## src/gcr_pkg.sv

```systemverilog
package gcr_pkg;

  // Bus widths
  localparam int ADDR_W = 32;
  localparam int DATA_W = 32;

  // Register indices; byte address is four times the index
  localparam logic [15:0] IDX_WAVE_BASE = 16'hE400;
  localparam int WAVE_DEPTH = 128;
  localparam logic [15:0] IDX_CPU_CTRL = 16'hE600;
  localparam logic [15:0] IDX_IF_CFG = 16'hE601;
  localparam logic [15:0] IDX_FLAG_AB = 16'hE602;
  localparam logic [15:0] IDX_FLAG_CD = 16'hE603;
  localparam logic [15:0] IDX_FIFO_RST = 16'hE604;
  localparam logic [15:0] IDX_BRK_CTRL = 16'hE605;
  localparam logic [15:0] IDX_BP_HIGH = 16'hE606;
  localparam logic [15:0] IDX_WF_SELECT = 16'hE6F0;

  // Values after hard reset
  localparam logic [7:0] RST_CPU_CTRL = 8'h02;
  localparam logic [7:0] RST_IF_CFG = 8'h80;
  localparam logic [7:0] RST_FLAG = 8'h00;
  localparam logic [7:0] RST_BRK_CTRL = 8'h00;
  localparam logic [7:0] RST_BP_HIGH = 8'h00;
  localparam logic [1:0] RST_WF_SELECT = 2'h0;

  // Writable bit masks; other bits are fixed at zero, except breakpoint status bit 3
  localparam logic [7:0] CPU_WMASK = 8'h3F;
  localparam logic [7:0] BRK_WMASK = 8'h06;

  // Processor control fields
  localparam int CPU_STB_BIT = 5;
  localparam int CPU_SPD_LSB = 3;
  localparam int CPU_INV_BIT = 2;
  localparam int CPU_OE_BIT = 1;
  localparam int CPU_RES_BIT = 0;

  // Interface configuration fields
  localparam int IF_SRC_BIT = 7;
  localparam int IF_FREQ_BIT = 6;
  localparam int IF_OE_BIT = 5;
  localparam int IF_POL_BIT = 4;
  localparam int IF_FIFO_SELECT_A_BIT = 3;
  localparam int IF_STATE_BIT = 2;
  localparam int IF_MODE_LSB = 0;

  // Breakpoint control fields
  localparam int BRK_STAT_BIT = 3;
  localparam int BRK_PULSE_BIT = 2;
  localparam int BRK_EN_BIT = 1;

  // FIFO restore fields
  localparam int RST_REFUSE_BIT = 7;

  // Processor clock speed codes
  localparam logic [1:0] SPD_12 = 2'b00;
  localparam logic [1:0] SPD_24 = 2'b01;
  localparam logic [1:0] SPD_48 = 2'b10;
  localparam logic [1:0] SPD_BAD = 2'b11;

  // Interface mode codes
  localparam logic [1:0] MODE_PORTS = 2'b00;
  localparam logic [1:0] MODE_WAVE = 2'b10;
  localparam logic [1:0] MODE_SLAVE = 2'b11;

  // Flag selector groups (upper two bits of a selector)
  localparam logic [1:0] FGRP_ADDR = 2'b00;
  localparam logic [1:0] FGRP_PROG = 2'b01;
  localparam logic [1:0] FGRP_EMPTY = 2'b10;
  localparam logic [1:0] FGRP_FULL = 2'b11;

  // FIFO numbers that a restore may name
  localparam logic [3:0] FIFO_EP2 = 4'h2;
  localparam logic [3:0] FIFO_EP4 = 4'h4;
  localparam logic [3:0] FIFO_EP6 = 4'h6;
  localparam logic [3:0] FIFO_EP8 = 4'h8;

endpackage : gcr_pkg

```

## src/gcr_regs.sv

```systemverilog
// The APB interface to the registers was decided locally.
`timescale 1ns/1ps
// Function
// - Fixed bits ignore writes, read constant
// - Registers take default value at reset
// - 128-byte waveform memory, select register
// - Port C access pulses strobes when enabled
// - Clock speed code 00/01/10, 11 invalid
// - Clock out enable and invert
// - Reset bit holds processor in reset
// - Interface clock source external or internal
// - Internal interface clock 30 or 48 MHz
// - Interface clock output enable and polarity
// - Slave FIFO asynchronous or synchronous mode
// - State bits drive port E 0..2
// - Interface mode ports, waveform, slave FIFO
// - Four flag pins, four-bit selector each
// - Flag selector codes choose flag source
// - Restore write resets named FIFO flags
// - Restore sequence: refuse, name, resume
module gcr_regs
  import gcr_pkg::*;
(
  input wire logic pclk,
  input wire logic presetn,
  input wire logic psel,
  input wire logic penable,
  input wire logic pwrite,
  input wire logic [gcr_pkg::ADDR_W-1:0] paddr,
  input wire logic [gcr_pkg::DATA_W-1:0] pwdata,
  input wire logic [3:0] pstrb,
  output logic [gcr_pkg::DATA_W-1:0] prdata,
  output logic pready,
  output logic pslverr,
  input wire logic cpu_portc_rd,
  input wire logic cpu_portc_wr,
  output logic portc_rd_strobe_n,
  output logic portc_wr_strobe_n,
  output logic [1:0] cpu_clock_speed,
  output logic cpu_clock_valid,
  input wire logic cpu_clock,
  output logic processor_clock_pin_o,
  output logic processor_clock_pin_oe,
  output logic processor_reset,
  input wire logic interface_clock_pin_i,
  input wire logic int_clock_30,
  input wire logic int_clock_48,
  output logic interface_clock,
  output logic interface_clock_pin_o,
  output logic interface_clock_pin_oe,
  output logic fifo_fifo_select_a,
  input wire logic [2:0] waveform_state,
  input wire logic [2:0] port_e_gpio_o,
  input wire logic [2:0] port_e_gpio_oe,
  output logic [2:0] port_e_b_o,
  output logic [2:0] port_e_b_oe,
  output logic mode_ports,
  output logic mode_waveform,
  output logic mode_slave_fifo,
  input wire logic [1:0] fifo_address_pins,
  input wire logic [3:0] ep_programmable_flag,
  input wire logic [3:0] ep_empty_flag,
  input wire logic [3:0] ep_full_flag,
  output logic [3:0] flag_pin,
  output logic refuse_all_transfers,
  output logic fifo_restore_pulse,
  output logic [3:0] fifo_restore_num,
  input wire logic [4:0] wf_rd_index,
  output logic [7:0] wf_rd_data,
  input wire logic fetch_valid,
  input wire logic [15:0] fetch_addr,
  input wire logic [7:0] bp_addr_low,
  output logic break_status
);
  import gcr_pkg::*;

  // Register storage
  logic [7:0] cpu_control_reg;
  logic [7:0] interface_config_reg;
  logic [7:0] flag_ab_select_reg;
  logic [7:0] flag_cd_select_reg;
  logic [7:0] breakpoint_control_reg;
  logic [7:0] breakpoint_addr_high;
  logic [1:0] waveform_select;
  logic [7:0] waveform_memory [WAVE_DEPTH];

  // Bus decode
  logic [15:0] idx;
  logic addr_ok;
  logic acc;
  logic wr_en;
  logic bp_hit;

  // True when the index falls inside the waveform memory
  function automatic logic is_wave(input logic [15:0] i);
    is_wave = (i >= IDX_WAVE_BASE) && (i < IDX_WAVE_BASE + 16'(WAVE_DEPTH));
  endfunction : is_wave

  // True when the index names any mapped register
  function automatic logic is_mapped(input logic [15:0] i);
    is_mapped = is_wave(i) || (i >= IDX_CPU_CTRL && i <= IDX_BP_HIGH) || (i == IDX_WF_SELECT);
  endfunction : is_mapped

  // Flag source chosen by one selector
  function automatic logic flag_of(input logic [3:0] sel, input logic [1:0] fa,
                                   input logic [3:0] prg, input logic [3:0] emp,
                                   input logic [3:0] ful);
    case (sel[3:2])
      FGRP_ADDR: flag_of = (sel[1:0] == 2'b00) ? prg[fa] : 1'b0;
      FGRP_PROG: flag_of = prg[sel[1:0]];
      FGRP_EMPTY: flag_of = emp[sel[1:0]];
      FGRP_FULL: flag_of = ful[sel[1:0]];
      default: flag_of = 1'b0;
    endcase
  endfunction : flag_of

  // Read value of one index; fixed bits come back as zero
  function automatic logic [7:0] read_value(input logic [15:0] i);
    if (is_wave(i)) begin
      read_value = waveform_memory[i[6:0]];
    end else begin
      case (i)
        IDX_CPU_CTRL: read_value = cpu_control_reg & CPU_WMASK;
        IDX_IF_CFG: read_value = interface_config_reg;
        IDX_FLAG_AB: read_value = flag_ab_select_reg;
        IDX_FLAG_CD: read_value = flag_cd_select_reg;
        IDX_BRK_CTRL: read_value = breakpoint_control_reg & (BRK_WMASK | 8'h08);
        IDX_BP_HIGH: read_value = breakpoint_addr_high;
        IDX_WF_SELECT: read_value = {6'h00, waveform_select};
        default: read_value = 8'h00; // Write-only restore and holes read zero
      endcase
    end
  endfunction : read_value

  // Address split and error check
  assign idx = paddr[17:2];
  assign addr_ok = (paddr[31:18] == 14'h0000) && (paddr[1:0] == 2'b00) && is_mapped(idx);
  assign acc = psel && penable;
  assign wr_en = acc && pwrite && addr_ok && pstrb[0];
  assign pready = 1'b1;
  assign pslverr = acc && !addr_ok;

  // Read data captured in the setup cycle, valid through the access cycle
  always_ff @(posedge pclk or negedge presetn) begin
    if (!presetn) begin
      prdata <= 32'h00000000;
    end else if (psel && !penable && !pwrite) begin
      prdata <= {24'h000000, addr_ok ? read_value(idx) : 8'h00};
    end
  end

  // Waveform memory, undefined after reset
  always_ff @(posedge pclk) begin
    if (wr_en && is_wave(idx)) begin
      waveform_memory[idx[6:0]] <= pwdata[7:0];
    end
  end

  // Waveform engine read port inside the selected descriptor
  always_ff @(posedge pclk or negedge presetn) begin
    if (!presetn) begin
      wf_rd_data <= 8'h00;
    end else begin
      wf_rd_data <= waveform_memory[{waveform_select, wf_rd_index}];
    end
  end

  // Configuration registers
  always_ff @(posedge pclk or negedge presetn) begin
    if (!presetn) begin
      cpu_control_reg <= RST_CPU_CTRL;
      interface_config_reg <= RST_IF_CFG;
      flag_ab_select_reg <= RST_FLAG;
      flag_cd_select_reg <= RST_FLAG;
      breakpoint_addr_high <= RST_BP_HIGH;
      waveform_select <= RST_WF_SELECT;
    end else if (wr_en) begin
      case (idx)
        IDX_CPU_CTRL: cpu_control_reg <= pwdata[7:0] & CPU_WMASK;
        IDX_IF_CFG: interface_config_reg <= pwdata[7:0];
        IDX_FLAG_AB: flag_ab_select_reg <= pwdata[7:0];
        IDX_FLAG_CD: flag_cd_select_reg <= pwdata[7:0];
        IDX_BP_HIGH: breakpoint_addr_high <= pwdata[7:0];
        IDX_WF_SELECT: waveform_select <= pwdata[1:0];
        default: ; // Other indices hold elsewhere
      endcase
    end
  end

  // Breakpoint control: enable and pulse mode from software, status from the match
  assign bp_hit = breakpoint_control_reg[BRK_EN_BIT] && fetch_valid &&
                  (fetch_addr == {breakpoint_addr_high, bp_addr_low});
  always_ff @(posedge pclk or negedge presetn) begin
    if (!presetn) begin
      breakpoint_control_reg <= RST_BRK_CTRL;
    end else begin
      if (wr_en && idx == IDX_BRK_CTRL) begin
        breakpoint_control_reg[BRK_EN_BIT] <= pwdata[BRK_EN_BIT];
        breakpoint_control_reg[BRK_PULSE_BIT] <= pwdata[BRK_PULSE_BIT];
      end
      // A match wins over a clear in the same cycle
      if (bp_hit) begin
        breakpoint_control_reg[BRK_STAT_BIT] <= 1'b1;
      end else if (breakpoint_control_reg[BRK_PULSE_BIT]) begin
        breakpoint_control_reg[BRK_STAT_BIT] <= 1'b0;
      end else if (wr_en && idx == IDX_BRK_CTRL && pwdata[BRK_STAT_BIT]) begin
        breakpoint_control_reg[BRK_STAT_BIT] <= 1'b0;
      end
    end
  end
  assign break_status = breakpoint_control_reg[BRK_STAT_BIT];

  // FIFO restore: refuse-all level and the restore pulse for a named FIFO
  always_ff @(posedge pclk or negedge presetn) begin
    if (!presetn) begin
      refuse_all_transfers <= 1'b0;
      fifo_restore_pulse <= 1'b0;
      fifo_restore_num <= 4'h0;
    end else begin
      fifo_restore_pulse <= 1'b0;
      if (wr_en && idx == IDX_FIFO_RST) begin
        refuse_all_transfers <= pwdata[RST_REFUSE_BIT];
        // Only honoured while transfers are already refused
        if (refuse_all_transfers && pwdata[RST_REFUSE_BIT] &&
            (pwdata[3:0] == FIFO_EP2 || pwdata[3:0] == FIFO_EP4 ||
             pwdata[3:0] == FIFO_EP6 || pwdata[3:0] == FIFO_EP8)) begin
          fifo_restore_pulse <= 1'b1;
          fifo_restore_num <= pwdata[3:0];
        end
      end
    end
  end

  // Port C strobes, active low for one cycle per access
  always_ff @(posedge pclk or negedge presetn) begin
    if (!presetn) begin
      portc_rd_strobe_n <= 1'b1;
      portc_wr_strobe_n <= 1'b1;
    end else begin
      portc_rd_strobe_n <= !(cpu_control_reg[CPU_STB_BIT] && cpu_portc_rd);
      portc_wr_strobe_n <= !(cpu_control_reg[CPU_STB_BIT] && cpu_portc_wr);
    end
  end

  // Processor clock speed and reset
  assign cpu_clock_speed = cpu_control_reg[CPU_SPD_LSB +: 2];
  assign cpu_clock_valid = (cpu_clock_speed != SPD_BAD);
  assign processor_reset = cpu_control_reg[CPU_RES_BIT];

  // Processor clock output pin
  always_ff @(posedge pclk or negedge presetn) begin
    if (!presetn) begin
      processor_clock_pin_o <= 1'b0;
      processor_clock_pin_oe <= 1'b0;
    end else begin
      processor_clock_pin_o <= cpu_clock ^ cpu_control_reg[CPU_INV_BIT];
      processor_clock_pin_oe <= cpu_control_reg[CPU_OE_BIT];
    end
  end

  // Interface clock source, frequency, pin drive and polarity
  assign interface_clock = interface_config_reg[IF_SRC_BIT] ?
      (interface_config_reg[IF_FREQ_BIT] ? int_clock_48 : int_clock_30) :
      interface_clock_pin_i;
  always_ff @(posedge pclk or negedge presetn) begin
    if (!presetn) begin
      interface_clock_pin_o <= 1'b0;
      interface_clock_pin_oe <= 1'b0;
    end else begin
      interface_clock_pin_o <= interface_clock ^ interface_config_reg[IF_POL_BIT];
      interface_clock_pin_oe <= interface_config_reg[IF_OE_BIT];
    end
  end

  // FIFO timing and interface mode decode
  assign fifo_fifo_select_a = interface_config_reg[IF_FIFO_SELECT_A_BIT];
  assign mode_ports = interface_config_reg[IF_MODE_LSB +: 2] == MODE_PORTS;
  assign mode_waveform = interface_config_reg[IF_MODE_LSB +: 2] == MODE_WAVE;
  assign mode_slave_fifo = interface_config_reg[IF_MODE_LSB +: 2] == MODE_SLAVE;

  // Port E low bits: waveform state or ordinary port drive
  always_ff @(posedge pclk or negedge presetn) begin
    if (!presetn) begin
      port_e_b_o <= 3'h0;
      port_e_b_oe <= 3'h0;
    end else if (interface_config_reg[IF_STATE_BIT]) begin
      port_e_b_o <= waveform_state;
      port_e_b_oe <= 3'h7;
    end else begin
      port_e_b_o <= port_e_gpio_o;
      port_e_b_oe <= port_e_gpio_oe;
    end
  end

  // Flag pins, one selector each
  genvar g;
  generate
    for (g = 0; g < 4; g++) begin : g_flag
      logic [3:0] sel;
      assign sel = (g < 2) ? flag_ab_select_reg[4*(g%2) +: 4] :
                             flag_cd_select_reg[4*(g%2) +: 4];
      always_ff @(posedge pclk or negedge presetn) begin
        if (!presetn) begin
          flag_pin[g] <= 1'b0;
        end else begin
          flag_pin[g] <= flag_of(sel, fifo_address_pins, ep_programmable_flag,
                                 ep_empty_flag, ep_full_flag);
        end
      end
    end
  endgenerate

  // Checks
  property p_fixed_zero;
    @(posedge pclk) disable iff (!presetn)
    (psel && !penable && !pwrite && paddr == {14'h0000, IDX_CPU_CTRL, 2'b00}) |=>
      (prdata[7:6] == 2'b00);
  endproperty
  a_fixed_zero: assert property (p_fixed_zero) else $error("fixed cpu bits not zero");

  property p_reset_vals;
    @(posedge pclk) disable iff (!presetn)
    $past(!presetn) |-> (cpu_control_reg == RST_CPU_CTRL && interface_config_reg == RST_IF_CFG
                         && !break_status);
  endproperty
  a_reset_vals: assert property (p_reset_vals) else $error("reset value wrong");

  property p_wave_wr;
    @(posedge pclk) disable iff (!presetn)
    (wr_en && is_wave(idx)) |=> (waveform_memory[$past(idx[6:0])] == $past(pwdata[7:0]));
  endproperty
  a_wave_wr: assert property (p_wave_wr) else $error("waveform write lost");

  property p_strobe;
    @(posedge pclk) disable iff (!presetn)
    (cpu_portc_wr && cpu_control_reg[CPU_STB_BIT]) |=> !portc_wr_strobe_n ##1
      (portc_wr_strobe_n || $past(cpu_portc_wr));
  endproperty
  a_strobe: assert property (p_strobe) else $error("port c write strobe wrong");

  property p_no_strobe;
    @(posedge pclk) disable iff (!presetn)
    !cpu_control_reg[CPU_STB_BIT] |=> (portc_rd_strobe_n && portc_wr_strobe_n);
  endproperty
  a_no_strobe: assert property (p_no_strobe) else $error("strobe while disabled");

  property p_cpu_reset;
    @(posedge pclk) disable iff (!presetn)
    (wr_en && idx == IDX_CPU_CTRL) |=> (processor_reset == $past(pwdata[CPU_RES_BIT]))
      && (processor_clock_pin_oe == $past(processor_clock_pin_oe));
  endproperty
  a_cpu_reset: assert property (p_cpu_reset) else $error("processor reset bit wrong");

  property p_state_out;
    @(posedge pclk) disable iff (!presetn)
    interface_config_reg[IF_STATE_BIT] |=> (port_e_b_o == $past(waveform_state));
  endproperty
  a_state_out: assert property (p_state_out) else $error("port e state not driven");

  property p_flag_full;
    @(posedge pclk) disable iff (!presetn)
    (flag_ab_select_reg[3:0] == 4'hC) |=> (flag_pin[0] == $past(ep_full_flag[0]));
  endproperty
  a_flag_full: assert property (p_flag_full) else $error("flag a full source wrong");

  property p_restore_seq;
    @(posedge pclk) disable iff (!presetn)
    $rose(fifo_restore_pulse) |-> ($past(refuse_all_transfers) && refuse_all_transfers)
      ##1 !fifo_restore_pulse[*1];
  endproperty
  a_restore_seq: assert property (p_restore_seq) else $error("restore outside sequence");

  property p_break_pulse;
    @(posedge pclk) disable iff (!presetn)
    (break_status && breakpoint_control_reg[BRK_PULSE_BIT] && !bp_hit) |=> !break_status;
  endproperty
  a_break_pulse: assert property (p_break_pulse) else $error("break pulse stuck");

  c_restore: cover property (@(posedge pclk) disable iff (!presetn) fifo_restore_pulse);
  c_break: cover property (@(posedge pclk) disable iff (!presetn) $rose(break_status));
  c_slverr: cover property (@(posedge pclk) disable iff (!presetn) pslverr);
  c_slave_mode: cover property (@(posedge pclk) disable iff (!presetn) mode_slave_fifo);

endmodule : gcr_regs

```

## config.mk

```make
export PLATFORM = sky130hd
export DESIGN_NAME = gcr_regs
export DESIGN_NICKNAME = d
export VERILOG_FILES = /design/src/gcr_pkg.sv /design/src/gcr_regs.sv
export SDC_FILE = /design/constraint.sdc
export NUM_CORES = 1
export LEC_CHECK = 0
export CAP_MARGIN = 15
export CORE_UTILIZATION = 46
export DETAILED_ROUTE_END_ITERATION = 16
export DONT_BUFFER_PORTS = 1
export PLACE_DENSITY = 0.59
export REMOVE_ABC_BUFFERS = 1
export SLEW_MARGIN = 20
export SYNTH_ARGS = -nofsm -noshare
export SYNTH_HDL_FRONTEND = slang
export SYNTH_SLANG_ARGS = --single-unit
```

## constraint.sdc

```tcl
create_clock -name pclk -period 2.4 [get_ports pclk]
set_input_delay 0.24 -clock pclk [delete_from_list [all_inputs] [get_ports pclk]]
set_output_delay 0.24 -clock pclk [all_outputs]
set_load 0.01 [all_outputs]
```

After elaboration in Yosys (flattened, before gate mapping)
Memory sizes are Yosys's and may differ from the RTL's. A register that Yosys moved wholly into a read port is not among the register bits.
Index checks and enable logic that the tools add are counted.
{ "classes": {"order_cmp": 9, "div_mod_pow": 0, "muxes": 48, "n_shift": 0, "n_mul": 0, "add_sub_neg": 0, "reduce_logical": 51, "bitwise_logic": 2, "n_eq_ne": 28} }
{ "ops": {"columns": ["operator", "n"], "rows": [
  ["== test 16 bit, second input constant", 8],
  ["case mux 8 bit (7 select lines)", 1],
  ["greater-or-equal comparator 16 bit, second input constant", 2],
  ["binary-select mux 1 bit (select 2 bit)", 13],
  ["2-to-1 mux 1 bit", 26],
  ["logical AND 1 bit", 21],
  ["== test 2 bit, second input constant", 10],
  ["logical NOT 2 bit", 10],
  ["== test 16 bit", 1],
  ["less-or-equal comparator 16 bit, second input constant", 1],
  ["less-than comparator 16 bit, second input constant", 1],
  ["2-to-1 mux 8 bit", 2],
  ["case mux 1 bit (4 select lines)", 4],
  ["less-than comparator 2 x 3 -> 1 bit, second input constant", 5],
  ["logical NOT 14 bit", 1],
  ["AND reduction 2 bit", 7],
  ["== test 2 x 1 -> 1 bit, second input constant", 4],
  ["== test 4 x 3 -> 1 bit, second input constant", 2],
  ["logical NOT 1 bit", 6],
  ["2-to-1 mux 3 bit", 2],
  ["logical OR 1 bit", 5],
  ["== test 4 x 2 -> 1 bit, second input constant", 1],
  ["== test 4 bit, second input constant", 1],
  ["nonzero test 3 bit", 1],
  ["other kinds (2)", 3]
]} }
{ "totals": {"wordCells": 163, "romBits": 0, "in_bits": 132, "latch_bits": 0, "ramBits": 1024, "mem_count": 1, "reg_bits": 73, "output_inout_bits": 74} }
{ "mem_list": {"columns": ["memory", "depth", "width", "rd", "rd_ports_with_merged_regs", "write_ports", "line_no", "rtl"], "rows": [
  ["waveform_memory", 128, 8, 2, 1, 1, "gcr_regs.sv:85", "logic [7:0] waveform_memory [WAVE_DEPTH];"]
]} }

Longest topological paths before layout
{ "depth": {"depth_word": 12, "ltp_mapped": 12, "ltp_nobuf": 7} }

Least setup slack after synthesis
OpenSTA, ideal clock, no wires.
{ "synth_timing": {"kind": "in2reg", "start": "input port paddr[13] (netlist name)", "end": "memory waveform_memory[56][0], enable pin", "t_required_ns": 2.030, "t_arrival_ns": 2.643, "stages": 9, "setup_slack_ns": -0.614, "path_cell_list": "or3b_1 > or3_1 > or3_1 > buf_2 > buf_6 > or4_1 > buf_2 > buf_6 > nor2_1"} }
{ "synth_via": {"elab_chain_len": 10, "word_cells_on_any_way": 15, "classes_between": "order compare (4); eq/ne (1); mux (2); reduce/logical (8)"} }
{ "synth_lines": {"columns": ["element", "line_no", "rtl"], "rows": [
  ["start: declaration", "gcr_regs.sv:29", "input wire logic [gcr_pkg::ADDR_W-1:0] paddr,"],
  ["greater-or-equal comparator 16 bit (tied with other cells)", "gcr_regs.sv:96", "is_wave = (i >= IDX_WAVE_BASE) && (i < IDX_WAVE_BASE + 16'(WAVE_DEPTH));"],
  ["logical AND 1 bit (on tied branches)", "gcr_regs.sv:96, gcr_regs.sv:101", null],
  ["logical OR 1 bit (2 in a row)", "gcr_regs.sv:101", "is_mapped = is_wave(i) || (i >= IDX_CPU_CTRL && i <= IDX_BP_HIGH) || (i == IDX_WF_SELECT);"],
  ["logical AND 1 bit", "gcr_regs.sv:137", "assign addr_ok = (paddr[31:18] == 14'h0000) && (paddr[1:0] == 2'b00) && is_mapped(idx);"],
  ["logical AND 1 bit (2 in a row)", "gcr_regs.sv:139", "assign wr_en = acc && pwrite && addr_ok && pstrb[0];"],
  ["logical AND 1 bit (*)", "gcr_regs.sv:154", "if (wr_en && is_wave(idx)) begin"],
  ["2-to-1 mux 1 bit (*)", "gcr_regs.sv:154", null],
  ["2-to-1 mux 1 bit (implied by the code) (*)", "gcr_regs.sv:155", "waveform_memory[idx[6:0]] <= pwdata[7:0];"],
  ["end: declaration", "gcr_regs.sv:85", null]
]} }
Every way passes the cells marked *; elsewhere a longest branch is shown, timed or not.

Final worst setup path
{ "layout_timing": {"start": "input port paddr[2] (netlist name)", "end": "register prdata[4] (netlist name)"} }
{ "layout_via": {"elab_chain_len": 6, "word_cells_on_any_way": 20, "classes_between": "order compare (4); eq/ne (7); mux (3); reduce/logical (5); memory (1)"} }
{ "layout_lines": {"columns": ["element", "line_no", "rtl"], "rows": [
  ["greater-or-equal comparator 16 bit (tied with other cells)", "gcr_regs.sv:96", null],
  ["logical AND 1 bit (on tied branches)", "gcr_regs.sv:96, gcr_regs.sv:101", null],
  ["logical OR 1 bit (2 in a row)", "gcr_regs.sv:101", null],
  ["logical AND 1 bit", "gcr_regs.sv:137", null],
  ["2-to-1 mux 8 bit (*)", "gcr_regs.sv:148", "prdata <= {24'h000000, addr_ok ? read_value(idx) : 8'h00};"],
  ["end signal: assignment", "gcr_regs.sv:148", null],
  ["end: declaration", "gcr_regs.sv:32", "output logic [gcr_pkg::DATA_W-1:0] prdata,"]
]} }
Marks and branches as above.
A chain may end at the register's enable or synchronous reset.

==> impl_results.md <==
* Mux share of post-synthesis cell area at about 29%
* First-pass GRT wire length at roughly 240 mm
* Slew headroom at 4.332%
* WP data arrival at approximately 3.3 ns
* TritonCTS clock tree: built
* Fin crit period at around 2.7 ns
* I/O Buffers at 0
* Peak VDD IR at 0.5533 mV
* Top FF cell, synth: edfxtp_1
* Site Rows at approximately 120
* Detail Placement HPWL at approximately 100 mm
* Clock Power Share at a little over two fifths
* Reg-to-reg endpoint: wf_rd_data[4]
* Die Area at about 0.12 mm2
* Gr ovfl total at 0
* Post-synth top area share at 58.75%
* Synth Area in Simple Gates at under 10%
* Async set-reset flop share out of synthesis at between 7 and 8%
* Seq cells post-synth at around 1100
* Die Y at about 340 um
* R2R Path Start: waveform_memory[18][4]
* Synth warn at 0
* Via count at between 30000 and 40000
* Post-synthesis cell area at 0.05234 mm2
* WL final at approximately 170 mm
* Tcrit/Tclk final at 110.9%
* Hold Fails Final Rpt at 11
* Dpl ws at -0.6509 ns
* Clk buf depth at 3
* Final number of max-transition violations at 0
* Number of flip-flops in the largest register at about 1000
* I/O pin count at ~200
* Worst setup path endpoint: prdata[4]
* Initial antenna violation count at 11
* CP startpoint: paddr[2]
* CP Data Required Time at 2.99 ns
* Combinational Power Share at under 10%
* Drt pass-1 iters at 6
* CTS Buf Count at 112
* Seq/Total Area, Yosys at a little over three fifths
* Vias in the first global route at between 30000 and 40000
* DRT iter0 DRCs at just under 4000
* Vias per std cell at about 6.7
* Total global-route track usage at between 20 and 30%
* Clk sinks at roughly 1100
* Number of enable flip-flop cells after synthesis at 1024
* RSZ-0062 raised after global routing: true
* R2r setup slk at -0.19 ns
* Critical path peak fanout at a little under 300
* Hold WS at -0.04079 ns
* TNS Setup at -28.03 ns
* Final core occ at a little over half
* HP Class: input pin to register
* Status: finished, violations left
* PD cells at roughly 700 mW/mm2
* Library cells used by synthesis at 74
* Clk slew on worst S/H paths at ~0.06 ns
* Post-synthesis adder-cell area fraction at 0%
* Lkg Pwr at 19.76 nW
* Fin Clk Skew at just over 0.02 ns
* Synth Area in Compound Gates at approximately 2.3%
* Count leader, synth: edfxtp_1
* Slew @ Worst Pin at roughly 1.4 ns
* Setup crit start kind: input pin
* Starting Density at 46.46%
* Synthesized area per cell at ~20 um2
* Synth area leader: edfxtp_1
* Average wire per standard cell at around 36 um
* Sequential power share at about half
* R2R depth at 4
* Final setup vio count at 717
* Violated checks: negative hold slack, negative setup slack
* Placer Congestion at ~0.9
* Largest family of logic cells by synthesized area: multiplexers
* Most instantiated cells after synthesis: 1024 x edfxtp_1, 602 x mux4_2, 150 x nor2_1
* Maximum Capacitance Violations at 0
* Mapped Cells at 2655
* Area contributors post-synth: edfxtp_1 59%, mux4_2 26%, dfrtp_1 3.7%
* Internal power component at ~33 mW
* Layout cells sized above 1 at between 40 and 50%
* Net Sw Power at a little over 9 mW
* Post-Synth XOR/XNOR Area at 0.3180%
* Die X at between 300 and 400 um
* Final setup margin at -0.2613 ns
* WS Path Type: input pin to register
* H-tree levels at 3
* CP Capture Type: register
* Worst-Skew Late Latency at ~0.7 ns
* Pin count of the biggest net entering global routing at just under 300
* Area Overhead vs Synth at 15.74%
* Clock root cell: clkbuf_16
* Antenna viol nets, final at 0
* Core area at roughly 0.11 mm2
* # nets final at roughly 3000
* F_max at approximately 0.38 GHz
* Tot Pwr at about 42 mW
* DRC viols at 0
* Sw Share at between 20% and 30%
area by class of cell:
| type | instances | area [um2] |
|---|---|---|
| antenna | 2 | 5.005 |
| clock buffer | 136 | 3015 |
| clock inverter | 73 | 845.8 |
| fill | 8724 | 52080 |
| inverter | 8 | 31.28 |
| multi-input combinational | 1340 | 18740 |
| sequential | 1105 | 32780 |
| tap | 1500 | 1877 |
| timing repair buffer | 376 | 3283 |
stage by stage:
stage	std cells	area, um2
after floorplan	2452	51270
after global placement	4266	55610
after detailed placement	4266	55610
after CTS	4534	60350
after global routing	4538	60570
final	4540	60580
cell families after synthesis:
logic type	Yosys count
flip-flops	1105
multiplexers	754
AND/OR/NAND/NOR	368
buffers and inverters	234
AO/OA/AOI/OAI	173
XOR/XNOR	19
other	2
routing by layer:
| layer | track usage, % | share of wire [%] | wire length (um) |
|---|---|---|---|
| met1 | 41.06 | 39 | 65050 |
| met5 | 0 | 0.0079 | 13 |
| met3 | 5.696 | 10 | 16490 |
| met2 | 45.27 | 48 | 78470 |
| met4 | 8.699 | 3.1 | 5089 |
power groups by stage:
stage	Combinational (mW)	Sequential, mW	Clock (mW)
4_1_cts	2.81	21.1	18.7
2_1_floorplan	1.46	21.5	0
3_5_place_dp	2.27	21.5	0
6_report	2.89	21.1	18.5
5_1_grt	2.94	21.1	19.4
3_3_place_gp	2.26	21.5	0
critical path: stages:
cell     delay, ns
mux4_2        1.00
mux4_2        0.55
o32ai_4       0.42
nor3_4        0.07
a31oi_4       0.19
o21ai_1       0.10
cells in the final DEF, fill, tap and decap left out, types with 20 or more instances in the layout:
cell type / n
edfxtp_1: 1024
mux4_2: 602
buf_4: 300
nor2_1: 144
clkbuf_16: 116
nand2_1: 85
dfrtp_1: 76
mux2i_1: 71
dlygate4sd3_1: 50
mux2_2: 47
a21oi_1: 38
nand3_1: 27
conb_1: 25
clkinv_2: 23
o21ai_0: 20
nor3_1: 20
a22oi_1: 20
repair_timing:
action / 4_1_cts / 5_1_grt
buffers inserted: 4 / 4
cloned: 0 / 1
pin swaps: 9 / 19
hold buffers: 58 / 1
setup endpoints to repair: 12 / 1039
resized for setup: 22 / 44
hold endpoints to repair: 1181 / 1
worst min path at each step:
stage,start,cells past startpoint,endpoint,slack (ns)
2_1_floorplan,presetn,0,break_status,-0.06
4_1_cts,paddr[6],3,prdata[1],0.01
6_report,pwdata[0],1,waveform_memory[108][0],-0.04
5_1_grt,pwdata[0],1,waveform_memory[108][0],0.01
3_3_place_gp,presetn,0,flag_pin[2],-0.05
3_5_place_dp,presetn,0,fifo_restore_pulse,-0.05
No activity file was read; power rests on OpenSTA's default activity.
